## config.mk

```make
export PLATFORM = sky130hd
export DESIGN_NAME = crs_top
export DESIGN_NICKNAME = d
export VERILOG_FILES = /design/src/inc/crs_pkg.sv /design/src/rtl/crs_lamp.sv /design/src/rtl/crs_top.sv
export VERILOG_INCLUDE_DIRS = /design/src /design/src/inc
export SDC_FILE = /design/constraint.sdc
export NUM_CORES = 1
export LEC_CHECK = 0
export ABC_AREA = 1
export BUFFER_PORTS_ARGS = -buffer_cell sky130_fd_sc_hd__buf_2
export CORE_UTILIZATION = 50
export CTS_BUF_LIST = sky130_fd_sc_hd__clkbuf_8 sky130_fd_sc_hd__clkbuf_16
export DETAILED_ROUTE_END_ITERATION = 10
export PLACE_DENSITY = 0.64
export SYNTH_ARGS = -nofsm -noshare
export SYNTH_HDL_FRONTEND = slang
export SYNTH_SLANG_ARGS = --single-unit
export TNS_END_PERCENT = 100
```

## constraint.sdc

```tcl
create_clock -name clk -period 3.28 [get_ports clk]
set_clock_uncertainty 0.15 [all_clocks]
set_input_delay 0.164 -clock clk [delete_from_list [all_inputs] [get_ports clk]]
set_output_delay 0.164 -clock clk [all_outputs]
set_load 0.005 [all_outputs]
```

## src/inc/crs_consts.svh

```systemverilog
/*
  Constants for the CAN port rate selector and status lamp block.
  Assumes inclusion by bare name from the package and the design files.
*/
`ifndef CRS_CONSTS_SVH
`define CRS_CONSTS_SVH

`define CRS_PORTS           4
`define CRS_SEL_W           4
`define CRS_RATE_W          14
// ----------------------------------------------------------------
// Selector codes
// ----------------------------------------------------------------
`define CRS_SEL_LAST_FIXED  4'hc
`define CRS_SEL_USER        4'hd
// ----------------------------------------------------------------
// Bit rates in units of 0.1 kbps
// ----------------------------------------------------------------
`define CRS_RATE_5K         14'h0032
`define CRS_RATE_10K        14'h0064
`define CRS_RATE_20K        14'h00c8
`define CRS_RATE_33K3       14'h014d
`define CRS_RATE_50K        14'h01f4
`define CRS_RATE_62K5       14'h0271
`define CRS_RATE_83K3       14'h0341
`define CRS_RATE_100K       14'h03e8
`define CRS_RATE_125K       14'h04e2
`define CRS_RATE_250K       14'h09c4
`define CRS_RATE_500K       14'h1388
`define CRS_RATE_800K       14'h1f40
`define CRS_RATE_1M         14'h2710
`define CRS_RATE_RST        14'h0032
`define CRS_USER_RATE_RST   14'h04e2
// ----------------------------------------------------------------
// Timing
// ----------------------------------------------------------------
`define CRS_CLK_KHZ         200000
`define CRS_ACT_HOLD_MS     50
`define CRS_BLINK_PERIOD_MS 1000
`define CRS_ACT_HOLD_CYC    (`CRS_ACT_HOLD_MS * `CRS_CLK_KHZ)
`define CRS_BLINK_HALF_CYC  ((`CRS_BLINK_PERIOD_MS * `CRS_CLK_KHZ) / 2)

`endif

```

## src/inc/crs_pkg.sv

```systemverilog
/*
  Types for the CAN port rate selector and status lamp block.
  Assumes crs_consts.svh is on the include path.
*/
`include "crs_consts.svh"
package crs_pkg;
  typedef enum logic [1:0] {
    CRS_LAMP_OFF   = 2'b00,
    CRS_LAMP_GREEN = 2'b01,
    CRS_LAMP_RED   = 2'b10,
    CRS_LAMP_BLINK = 2'b11
  } crs_lamp_t;

  typedef logic [`CRS_RATE_W-1:0] crs_rate_t;
  typedef logic [`CRS_SEL_W-1:0]  crs_sel_t;
endpackage

```

## src/rtl/crs_lamp.sv

```systemverilog
/*
  One port status lamp: stretches activity and error, picks a colour.
  Assumes active and tx_err come from logic on clk; blink_on from the top.
*/
`include "crs_consts.svh"
module crs_lamp #(
  parameter int unsigned HOLD_CYC = `CRS_ACT_HOLD_CYC
) (
  input  wire logic          clk,
  input  wire logic          rst_b,
  input  wire logic          active,
  input  wire logic          tx_err,
  input  wire logic          init_mode,
  input  wire logic          blink_on,
  output logic               green_q,
  output logic               red_q,
  output crs_pkg::crs_lamp_t state_q
);
  import crs_pkg::*;

  logic [31:0] act_cnt_q, act_cnt_d;
  logic [31:0] err_cnt_q, err_cnt_d;
  crs_lamp_t   state_d;
  logic        green_d, red_d;

  always_comb begin
    act_cnt_d = (act_cnt_q != 32'h0) ? act_cnt_q - 32'h1 : 32'h0;
    err_cnt_d = (err_cnt_q != 32'h0) ? err_cnt_q - 32'h1 : 32'h0;
    if (active) begin
      act_cnt_d = 32'(HOLD_CYC);
    end
    if (tx_err) begin
      err_cnt_d = 32'(HOLD_CYC);
    end
    if (init_mode) begin
      state_d = CRS_LAMP_BLINK;
    end else if (tx_err || err_cnt_q != 32'h0) begin
      state_d = CRS_LAMP_RED;
    end else if (active || act_cnt_q != 32'h0) begin
      state_d = CRS_LAMP_GREEN;
    end else begin
      state_d = CRS_LAMP_OFF;
    end
    case (state_d)
      CRS_LAMP_OFF: begin
        green_d = 1'b0;
        red_d   = 1'b0;
      end
      CRS_LAMP_GREEN: begin
        green_d = 1'b1;
        red_d   = 1'b0;
      end
      CRS_LAMP_RED: begin
        green_d = 1'b0;
        red_d   = 1'b1;
      end
      CRS_LAMP_BLINK: begin
        green_d = blink_on;
        red_d   = 1'b0;
      end
      default: begin
        green_d = 1'b0;
        red_d   = 1'b0;
      end
    endcase
  end

  always_ff @(posedge clk) begin
    if (!rst_b) begin
      act_cnt_q <= 32'h0;
      err_cnt_q <= 32'h0;
      state_q   <= CRS_LAMP_OFF;
      green_q   <= 1'b0;
      red_q     <= 1'b0;
    end else begin
      act_cnt_q <= act_cnt_d;
      err_cnt_q <= err_cnt_d;
      state_q   <= state_d;
      green_q   <= green_d;
      red_q     <= red_d;
    end
  end

  // ----------------------------------------------------------------
  // Checks
  // ----------------------------------------------------------------
  property p_dark;
    @(posedge clk) disable iff (!rst_b)
    (!init_mode && !active && !tx_err && act_cnt_q == 32'h0 && err_cnt_q == 32'h0)
      |=> (!green_q && !red_q);
  endproperty
  a_dark: assert property (p_dark) else $error("lamp lit on idle port");

  property p_green;
    @(posedge clk) disable iff (!rst_b)
    (!init_mode && active && !tx_err && err_cnt_q == 32'h0) |=> (green_q && !red_q);
  endproperty
  a_green: assert property (p_green) else $error("active port not green");

  property p_red;
    @(posedge clk) disable iff (!rst_b)
    (!init_mode && tx_err) |=> ##[0:3] (red_q && !green_q && state_q == CRS_LAMP_RED);
  endproperty
  a_red: assert property (p_red) else $error("error port not red");

  property p_prio;
    @(posedge clk) disable iff (!rst_b)
    (!init_mode && tx_err && active) |=> (red_q && !green_q);
  endproperty
  a_prio: assert property (p_prio) else $error("green beat red");

  // Valid while HOLD_CYC is 3 or more
  property p_stretch;
    @(posedge clk) disable iff (!rst_b)
    (!init_mode && active && !tx_err && err_cnt_q == 32'h0)
      ##1 (!init_mode && !active && !tx_err)[*3] |=> green_q;
  endproperty
  a_stretch: assert property (p_stretch) else $error("activity not stretched");

  property p_blink;
    @(posedge clk) disable iff (!rst_b)
    init_mode |=> (green_q == $past(blink_on) && !red_q);
  endproperty
  a_blink: assert property (p_blink) else $error("lamp not following blink");
endmodule

```

## src/rtl/crs_top.sv

```systemverilog
/*
  Common bit-rate decode from a rotary selector, user rate store, mode
  handling and four port status lamps with a shared blink timer.
  Assumes rate_sel and init_sw are asynchronous pins; port_active,
  port_tx_err, cfg_wr and cfg_rate come from logic on clk.
*/
`include "crs_consts.svh"
module crs_top #(
  parameter int unsigned ACT_HOLD_CYC   = `CRS_ACT_HOLD_CYC,
  parameter int unsigned BLINK_HALF_CYC = `CRS_BLINK_HALF_CYC
) (
  input  wire logic                   clk,
  input  wire logic                   rst_b,
  input  wire crs_pkg::crs_sel_t      rate_sel,
  input  wire logic                   init_sw,
  input  wire logic [`CRS_PORTS-1:0]  port_active,
  input  wire logic [`CRS_PORTS-1:0]  port_tx_err,
  input  wire logic                   cfg_wr,
  input  wire crs_pkg::crs_rate_t     cfg_rate,
  output crs_pkg::crs_rate_t          rate_kbps_x10_q,
  output logic                        rate_user_q,
  output logic                        rate_bad_q,
  output logic                        rate_upd_q,
  output crs_pkg::crs_rate_t          user_rate_q,
  output logic                        cfg_open_q,
  output logic                        switch_en_q,
  output logic [`CRS_PORTS-1:0]       led_green,
  output logic [`CRS_PORTS-1:0]       led_red
);
  import crs_pkg::*;

  // ----------------------------------------------------------------
  // Rate table
  // ----------------------------------------------------------------
  function automatic crs_rate_t crs_rate_of(input crs_sel_t sel);
    case (sel)
      4'h0:    crs_rate_of = `CRS_RATE_5K;
      4'h1:    crs_rate_of = `CRS_RATE_10K;
      4'h2:    crs_rate_of = `CRS_RATE_20K;
      4'h3:    crs_rate_of = `CRS_RATE_33K3;
      4'h4:    crs_rate_of = `CRS_RATE_50K;
      4'h5:    crs_rate_of = `CRS_RATE_62K5;
      4'h6:    crs_rate_of = `CRS_RATE_83K3;
      4'h7:    crs_rate_of = `CRS_RATE_100K;
      4'h8:    crs_rate_of = `CRS_RATE_125K;
      4'h9:    crs_rate_of = `CRS_RATE_250K;
      4'ha:    crs_rate_of = `CRS_RATE_500K;
      4'hb:    crs_rate_of = `CRS_RATE_800K;
      4'hc:    crs_rate_of = `CRS_RATE_1M;
      default: crs_rate_of = `CRS_RATE_RST;
    endcase
  endfunction

  // ----------------------------------------------------------------
  // Pin synchronisers
  // ----------------------------------------------------------------
  crs_sel_t sel_m_q, sel_s_q;
  logic     init_m_q, init_s_q;

  always_ff @(posedge clk) begin
    if (!rst_b) begin
      sel_m_q  <= 4'h0;
      sel_s_q  <= 4'h0;
      init_m_q <= 1'b0;
      init_s_q <= 1'b0;
    end else begin
      sel_m_q  <= rate_sel;
      sel_s_q  <= sel_m_q;
      init_m_q <= init_sw;
      init_s_q <= init_m_q;
    end
  end

  // ----------------------------------------------------------------
  // Rate decode
  // ----------------------------------------------------------------
  crs_rate_t rate_d;
  logic      rate_user_d, rate_bad_d, rate_upd_d;

  always_comb begin
    rate_d      = rate_kbps_x10_q;
    rate_user_d = 1'b0;
    rate_bad_d  = 1'b0;
    if (sel_s_q <= `CRS_SEL_LAST_FIXED) begin
      rate_d = crs_rate_of(sel_s_q);
    end else if (sel_s_q == `CRS_SEL_USER) begin
      rate_d      = user_rate_q;
      rate_user_d = 1'b1;
    end else begin
      // Unsupported setting keeps the last good rate so ports stay sane
      rate_bad_d = 1'b1;
    end
    rate_upd_d = (rate_d != rate_kbps_x10_q);
  end

  always_ff @(posedge clk) begin
    if (!rst_b) begin
      rate_kbps_x10_q <= `CRS_RATE_RST;
      rate_user_q     <= 1'b0;
      rate_bad_q      <= 1'b0;
      rate_upd_q      <= 1'b0;
    end else begin
      rate_kbps_x10_q <= rate_d;
      rate_user_q     <= rate_user_d;
      rate_bad_q      <= rate_bad_d;
      rate_upd_q      <= rate_upd_d;
    end
  end

  // ----------------------------------------------------------------
  // Mode and configuration
  // ----------------------------------------------------------------
  crs_rate_t user_rate_d;
  logic      cfg_open_d, switch_en_d;

  always_comb begin
    user_rate_d = user_rate_q;
    // Writes outside initial mode are dropped, not queued
    if (init_s_q && cfg_wr) begin
      user_rate_d = cfg_rate;
    end
    cfg_open_d  = init_s_q;
    switch_en_d = !init_s_q && !rate_bad_d;
  end

  always_ff @(posedge clk) begin
    if (!rst_b) begin
      user_rate_q <= `CRS_USER_RATE_RST;
      cfg_open_q  <= 1'b0;
      switch_en_q <= 1'b0;
    end else begin
      user_rate_q <= user_rate_d;
      cfg_open_q  <= cfg_open_d;
      switch_en_q <= switch_en_d;
    end
  end

  // ----------------------------------------------------------------
  // Blink timer
  // ----------------------------------------------------------------
  logic [31:0] blink_cnt_q, blink_cnt_d;
  logic        blink_q, blink_d;

  always_comb begin
    blink_cnt_d = 32'h0;
    blink_d     = 1'b1;
    // Restarts on entry so every lamp begins its flash in step
    if (init_s_q) begin
      if (blink_cnt_q >= 32'(BLINK_HALF_CYC - 1)) begin
        blink_d = !blink_q;
      end else begin
        blink_cnt_d = blink_cnt_q + 32'h1;
        blink_d     = blink_q;
      end
    end
  end

  always_ff @(posedge clk) begin
    if (!rst_b) begin
      blink_cnt_q <= 32'h0;
      blink_q     <= 1'b1;
    end else begin
      blink_cnt_q <= blink_cnt_d;
      blink_q     <= blink_d;
    end
  end

  // ----------------------------------------------------------------
  // Port lamps
  // ----------------------------------------------------------------
  genvar gi;
  generate
    for (gi = 0; gi < `CRS_PORTS; gi++) begin : g_lamp
      crs_lamp #(
        .HOLD_CYC (ACT_HOLD_CYC)
      ) u_lamp (
        .clk       (clk),
        .rst_b     (rst_b),
        .active    (port_active[gi]),
        .tx_err    (port_tx_err[gi]),
        .init_mode (init_s_q),
        .blink_on  (blink_q),
        .green_q   (led_green[gi]),
        .red_q     (led_red[gi]),
        .state_q   ()
      );
    end
  endgenerate

  // ----------------------------------------------------------------
  // Checks
  // ----------------------------------------------------------------
  property p_fixed_map;
    @(posedge clk) disable iff (!rst_b)
    (sel_s_q <= `CRS_SEL_LAST_FIXED)
      |=> (rate_kbps_x10_q == crs_rate_of($past(sel_s_q)) && !rate_user_q && !rate_bad_q);
  endproperty
  a_fixed_map: assert property (p_fixed_map) else $error("fixed rate wrong");

  property p_user_map;
    @(posedge clk) disable iff (!rst_b)
    (sel_s_q == `CRS_SEL_USER) |=> (rate_kbps_x10_q == $past(user_rate_q) && rate_user_q);
  endproperty
  a_user_map: assert property (p_user_map) else $error("user rate not used");

  property p_bad_hold;
    @(posedge clk) disable iff (!rst_b)
    (sel_s_q > `CRS_SEL_USER) |=> (rate_bad_q && $stable(rate_kbps_x10_q) && !switch_en_q);
  endproperty
  a_bad_hold: assert property (p_bad_hold) else $error("bad selector accepted");

  property p_cfg_take;
    @(posedge clk) disable iff (!rst_b)
    (init_s_q && cfg_wr) |=> (user_rate_q == $past(cfg_rate));
  endproperty
  a_cfg_take: assert property (p_cfg_take) else $error("config write lost");

  property p_cfg_lock;
    @(posedge clk) disable iff (!rst_b)
    (!init_s_q && cfg_wr) |=> $stable(user_rate_q);
  endproperty
  a_cfg_lock: assert property (p_cfg_lock) else $error("config taken in normal");

  property p_mode_out;
    @(posedge clk) disable iff (!rst_b)
    init_s_q |=> (cfg_open_q && !switch_en_q);
  endproperty
  a_mode_out: assert property (p_mode_out) else $error("mode outputs wrong");

  property p_blink_half;
    @(posedge clk) disable iff (!rst_b)
    (init_s_q && blink_cnt_q == 32'(BLINK_HALF_CYC - 1)) |=> (blink_q != $past(blink_q));
  endproperty
  a_blink_half: assert property (p_blink_half) else $error("blink not toggled");

  c_user:  cover property (@(posedge clk) disable iff (!rst_b) rate_user_q);
  c_bad:   cover property (@(posedge clk) disable iff (!rst_b) rate_bad_q);
  c_blink: cover property (@(posedge clk) disable iff (!rst_b) cfg_open_q && $fell(blink_q));
  c_red:   cover property (@(posedge clk) disable iff (!rst_b) &led_red);
endmodule

```

==> metrics, run 1 <==
outcome completed; RSZ-0062 raised after global routing no; Detail Route met3 WL 1.60 mm; Max Fclk 389 MHz; drt total wl 40.1 mm; maxcap violations 0; clk buf depth 3; crit end category flip-flop; r2r startpoint cfg_open_d; FF-to-FF End user_rate_q[12]; WS Path Type reg2reg; fin nets 2637; Syn Area/Cell 7.11 um2; Final Util 57.9%; FILL cells 3344; DR top layer met4; H-tree depth 2; Area Overhead vs Synth 14.3%; Arr. time, crit path 2.85 ns; Worst path max stage delay 0.66 ns; CP Cell Sequence nand2_1 -> buf_4 -> o21ai_0 -> dlygate4sd3_1 -> a21oi_1 -> dlygate4sd3_1; Worst setup SP type flip-flop; Power Density 549 nW/um2; peak supply drop 386 uV; hold endpoint user_rate_q[13]; min cycle time layout 2.57 ns; largest net degree at the start of global routing 27; share of cells above drive strength 1 11.1%; CP most frequent cell dlygate4sd3_1; Starting Density 50.7%; DR vias 15400; WP data required 3.56 ns; async set-reset flop share out of synthesis 0%; R2R setup slack 0.71 ns; Initial DRT Pass Iterations 5; height of the die 189 um; Core Box Area 34500 um2; Overall Global Routing Usage 23.0%; met2 wire len 18.2 mm; vias in the first global route 14600; Hold Crit Class in2reg; antenna violations before repair 2; WHS 0.0291 ns; Cell Area, Synth 17500 um2; Worst-Skew Late Latency 0.55 ns; Slew headroom 57.4%; DR DRC count 0; Detail Route Antenna Nets 0; Hold Path Depth 5; die width 189 um; count leader, synth nor2_1; #FFs+latches synth 354; number of synthesized flops with an enable pin 0; Final Wtd Congestion 0.878; drt first-iter violations 920; leak pwr 8.89 nW; Worst-path clk slew 0.06 ns; number of port buffers 70; maximum fanout along the worst path 17; # rows 68; final hold violation count 0; IO Pins 71; global route total overflow 0; CP max-delay cell dfxtp_1; CTS Buf Count 40; Synth top area share 40.5%; post-synthesis cell count 2464; Slew @ Worst Pin 0.637 ns; Met1 Wirelength 19.3 mm; clock tree from TritonCTS yes; HPWL after DPL 29.4 mm; R2R depth 6; setup bufs post-CTS 0; Die ar. 35800 um2; ranking of synthesized cells by area dfxtp_1 40%, nor2_1 9.6%, nand2_1 8.7%; Synth cell types 49; Final Slew Violations 0; area leader, netlist dfxtp_1; register area share after synthesis 40.5%; hold path start cfg_wr; Ys Warns 0; Clk Tree Root Cell clkbuf_16; prevailing post-synth register cell dfxtp_1; first-pass GRT wire length 68.5 mm; crit share post-route 78.3%; clock sinks 354; Commonest cells post-synth 446 x nor2_1, 408 x nand2_1, 354 x dfxtp_1, 308 x inv_1, 179 x a21oi_1; Routed WL per cell 13.1 um; final count of negative-setup-slack endpoints 0; Fin Setup TNS 0 ns; number of vias per cell 5.03
## metrics by stage
stage               cells  total power, mW  instance area, um2  worst slack [ns]
floorplan            2468             6.06               17500              1.48
global placement     2958             6.38               18200             0.988
detailed placement   2958             6.41               18200             0.894
CTS                  3070             11.1               20000             0.748
global route         3072             11.6               20000             0.583
finish               3072             11.0               20000             0.711
## per-layer routing
metal	track usage, %	vias up
li1	-	8138
met1	30.7	6989
met2	37.9	265
met3	3.11	55
met4	8.37	0
met5	0	-
## cell type report
cell class	instances	area (um2)	area share, %
antenna	2	5.00	0.0250
clock buffer	53	1190	5.95
clock inverter	18	190	0.950
inverter	318	1210	6.03
multi-input combinational	1752	8930	44.6
sequential	354	7090	35.4
tap	455	569	2.85
timing repair buffer	120	828	4.14
## worst max path at each step
stage          slack [ns]                              to                     startpoint  depth (start not counted)
2_1_floorplan        1.48  g_lamp[3].u_lamp.act_cnt_q[30]  g_lamp[3].u_lamp.act_cnt_q[0]                          9
3_3_place_gp         0.99                      rate_upd_q                     sel_s_q[2]                         13
5_1_grt              0.58                      rate_upd_q                     sel_s_q[2]                         13
4_1_cts              0.75                 user_rate_q[12]                     cfg_open_d                          6
6_report             0.71                 user_rate_q[12]                     cfg_open_d                          6
3_5_place_dp         0.89                      rate_upd_q                     sel_s_q[2]                         13
## logic make-up after synthesis
group                    after synthesis  share of synthesized area [%]
XOR/XNOR                             103                           5.15
AND/OR/NAND/NOR                     1324                           35.4
buffers and inverters                362                           8.61
AO/OA/AOI/OAI                        299                           8.89
adder cells (fa/ha/maj)               21                           1.50
flip-flops                           354                           40.5
other                                  1                         0.0214
## power by group
part           internal, mW  leakage, nW  switching [mW]
clock network          2.85        0.705            1.76
registers              4.53         2.90           0.196
logic                 0.596         5.28            1.04
total                  7.97         8.89            3.00
## critical path, delay by kind of cell (launching register included)
kind            cells  cell delay (ns)
buf+inv             3             1.34
flops               1             0.66
compound gates      2             0.20
simple gates        1             0.10
## placed cells by master (no fill, tap or decap), types with 5 or more instances in the layout
| master | synthesis | layout |
|---|---|---|
| nand3_1 | 139 | 139 |
| conb_1 | 1 | 5 |
| buf_2 | 10 | 70 |
| dfxtp_1 | 354 | 354 |
| nand2_2 | 16 | 16 |
| o31ai_1 | 5 | 5 |
| nand3b_1 | 18 | 18 |
| nor3_2 | 9 | 9 |
| inv_1 | 308 | 315 |
| ha_1 | 21 | 21 |
| nand2_1 | 408 | 408 |
| nor2_2 | 37 | 37 |
| nor4_1 | 17 | 17 |
| xnor2_1 | 41 | 41 |
| clkbuf_8 | 0 | 12 |
| nor2_4 | 21 | 21 |
| o21ai_0 | 90 | 90 |
| or2_0 | 12 | 12 |
| xor2_1 | 62 | 62 |
| or2_1 | 5 | 5 |
| nor3b_1 | 17 | 17 |
| or2_2 | 28 | 28 |
| inv_2 | 9 | 9 |
| o21a_1 | 5 | 5 |
| a31oi_1 | 10 | 10 |
| dlygate4sd3_1 | 0 | 41 |
| nand3_2 | 13 | 13 |
| nor2_1 | 446 | 446 |
| nor3_1 | 80 | 80 |
| clkbuf_16 | 0 | 41 |
| buf_4 | 20 | 9 |
| nand4_1 | 40 | 40 |
| a21oi_1 | 179 | 179 |
## registers in the layout, summed over array words and instances (netlist names), 4 cells and up, named ones only
| register | count |
|---|---|
| blink_cnt_q | 32 |
| g_lamp.u_lamp.act_cnt_q | 128 |
| g_lamp.u_lamp.err_cnt_q | 128 |
| g_lamp.u_lamp.green_q | 4 |
| g_lamp.u_lamp.red_q | 4 |
| rate_kbps_x10_q | 14 |
| sel_m_q | 4 |
| sel_s_q | 4 |
| user_rate_q | 14 |
## timing repair
action,4_1_cts,5_1_grt
hold buffers,41,0
hold endpoints to repair,116,0
gates resized for setup,0,0
Note: power is estimated with default switching activity, not from simulation.
==> inputs of run 2 (changes only) <==
Settings changed: PLACE_DENSITY 0.64 to 0.66.
Clock period 3.28 ns to 2.3 ns, I/O delays scaled along.
==> run 2 against run 1 <==
Compared with the run above:
- clock-buffer cell count fell by 5
- flip-flop and latch count stayed put
- clock power rose by 35%
- via count increased by 0.84%
- utilization is 0.20 points higher
- global-route usage is 0.27 points lower
- die area unchanged
- wire length grew 1.0%
- sequential power is 43% higher
- critical path depth up 3
- non-clock buffer count rose by 15
- largest power group unchanged
==> metrics, run 2 (same netlist as run 1, synthesis figures left out) <==
most frequent cells in the layout 446 x nor2_1, 408 x nand2_1, 353 x dfxtp_1; number of vias per cell 5.05 (+0.35%); CTS Buf Count 39 (-2.5%); WP buf/inv 2 (-1); clk buf depth 3 (unchanged); hold path start cfg_rate[6]; FILL cells 3267 (-2.3%); min cycle time layout 2.14 ns (-0.429 ns); Worst-Skew Late Latency 0.54 ns (about the same); Overall Global Routing Usage 22.7% (-0.27 points); R2R depth 9 (+3); Final Total Pwr 15.4 mW (+40%); Top delay family on crit path simple AND/OR/NAND/NOR gates; Core Box Area 34500 um2 (unchanged); Worst path max stage delay 0.31 ns (-0.35 ns); largest net degree at the start of global routing 40 (+48%); number of port buffers 70 (unchanged); Slew headroom 58.9% (+1.4 points); Clk pwr share 40.6% (-1.4 points); hold endpoint user_rate_q[6]; vias in the first global route 14600 (+0.16%); WP data required 2.57 ns (-0.99 ns); Area Overhead vs Synth 14.7%; Power Density 765 nW/um2 (+39%); share of cells above drive strength 1 11.6% (+0.43 points); clock sinks 354 (unchanged); Placed Cells 2970 (+0.41%); sw frac 28.3% (+0.94 points); crit share post-route 93.0% (+15 points); global route total overflow 0 (unchanged); Hold Crit Class in2reg; Slew @ Worst Pin 0.615 ns (-0.0223 ns); CP Cell Sequence inv_1 -> ha_1 -> nand4_1 -> inv_1 -> nand2_1 -> nor3_2 -> nand3_1 -> nand2_1 -> a21oi_1; Clk Tree Root Cell clkbuf_16; CP max-delay cell dfxtp_1; Hold Path Depth 4 (-1); Die ar. 35800 um2 (unchanged); Starting Density 50.7% (unchanged); H-tree depth 2 (unchanged); drt first-iter violations 750 (-18%); antenna violations before repair 2 (unchanged); DR DRC count 0 (unchanged); maxcap violations 0 (unchanged); maximum fanout along the worst path 8 (-9); DR vias 15600 (+0.84%); Final Util 58.1% (+0.20 points); clock tree from TritonCTS yes; setup bufs post-CTS 0 (unchanged); Worst-path clk slew 0.06 ns (about the same); die width 189 um (unchanged); fin cells 3087 (+0.49%); sequential power share 43.8% (+0.8 points); Fin Setup TNS 0 ns (unchanged); WS Path Type reg2reg; first-pass GRT wire length 68.0 mm (-0.70%); fin nets 2651 (+0.53%); Worst setup SP type flip-flop; r2r startpoint g_lamp[3].u_lamp.err_cnt_q[0]; FF-to-FF End g_lamp[3].u_lamp.err_cnt_q[9]; Max Fclk 467 MHz (+20%); commonest non-fill, non-tap cell in the layout nor2_1; WHS 0.224 ns (+0.195 ns); final hold violation count 0 (unchanged); R2R setup slack 0.16 ns (-0.55 ns); P_sw 4.35 mW (+45%); HPWL after DPL 29.3 mm (-0.19%); Final Wtd Congestion 0.879 (about the same); Initial DRT Pass Iterations 5 (unchanged); IO Pins 71 (unchanged); drt total wl 40.5 mm (+1.0%); peak supply drop 585 uV (+52%); # rows 68 (unchanged); leak pwr 8.92 nW (+0.34%); Arr. time, crit path 2.41 ns (-0.44 ns); Routed WL per cell 13.1 um (+0.55%); crit end category flip-flop; height of the die 189 um (unchanged); final count of negative-setup-slack endpoints 0 (unchanged); Detail Route Antenna Nets 0 (unchanged); Final Slew Violations 0 (unchanged); outcome completed; Int Pwr 11.0 mW (+38%); RSZ-0062 raised after global routing no; Combinational Power Share 15.5% (+0.6 points); Regs by FF count g_lamp.u_lamp.act_cnt_q: 128 flops, g_lamp.u_lamp.err_cnt_q: 128 flops, blink_cnt_q: 32 flops
run 2: how the worst max path moves through the flow:
stage                                             start                              to  slack (ns)  cells past startpoint
after floorplan           g_lamp[3].u_lamp.act_cnt_q[0]  g_lamp[3].u_lamp.act_cnt_q[30]        0.50                      9
after global placement    g_lamp[3].u_lamp.err_cnt_q[0]        g_lamp[3].u_lamp.green_q        0.26                     10
after detailed placement  g_lamp[3].u_lamp.err_cnt_q[0]        g_lamp[3].u_lamp.green_q        0.19                     10
after CTS                                    cfg_open_d                  user_rate_q[7]        0.04                      5
after global routing      g_lamp[3].u_lamp.err_cnt_q[0]   g_lamp[3].u_lamp.err_cnt_q[9]       0.002                      9
final                     g_lamp[3].u_lamp.err_cnt_q[0]   g_lamp[3].u_lamp.err_cnt_q[9]        0.16                      9
run 2: stage by stage:
stage | worst slack, ns | cell area [um2]
floorplan | 0.504 | 17500
global placement | 0.259 | 18300
detailed placement | 0.191 | 18300
CTS | 0.0393 | 20100
global route | 0.00202 | 20100
finish | 0.160 | 20100
run 2: area by class of cell:
cell class / instances / area [um2] / area share (%)
clock inverters: 23 / 166 / 0.829
inverters: 318 / 1210 / 6.03
diodes: 2 / 5.00 / 0.0249
multi-input cells: 1752 / 8930 / 44.5
repair buffers: 135 / 986 / 4.91
clock buffers: 48 / 1120 / 5.59
well taps: 455 / 569 / 2.84
flip-flops and latches: 354 / 7090 / 35.3
run 2: routing by layer:
metal  vias to the layer above  global-route usage [%]  wire [um]
li1                       8135                       -          -
met1                      7068                    28.6      18700
met2                       307                    39.4      19100
met3                        66                    3.69       1840
met4                         0                    7.69        903
met5                         -                       0          0
run 2: power groups by stage:
stage | Combinational [mW] | Clock (mW) | Sequential [mW]
floorplan | 1.85 | 0 | 6.80
global placement | 2.28 | 0 | 6.85
detailed placement | 2.31 | 0 | 6.86
CTS | 2.39 | 6.41 | 6.73
global route | 2.73 | 6.67 | 6.77
finish | 2.38 | 6.24 | 6.73
run 2: tightest hold or removal path: stages:
cell and delay (ns):
dlygate4sd3_1 0.52, buf_2 0.10, nand2_1 0.08, nand3_1 0.07
run 2: timing repair:
action                                  CTS  global route
endpoints found under the setup margin    0             8
hold endpoints to repair                161             0
hold buffers                             44             0
resized for setup                         0             2
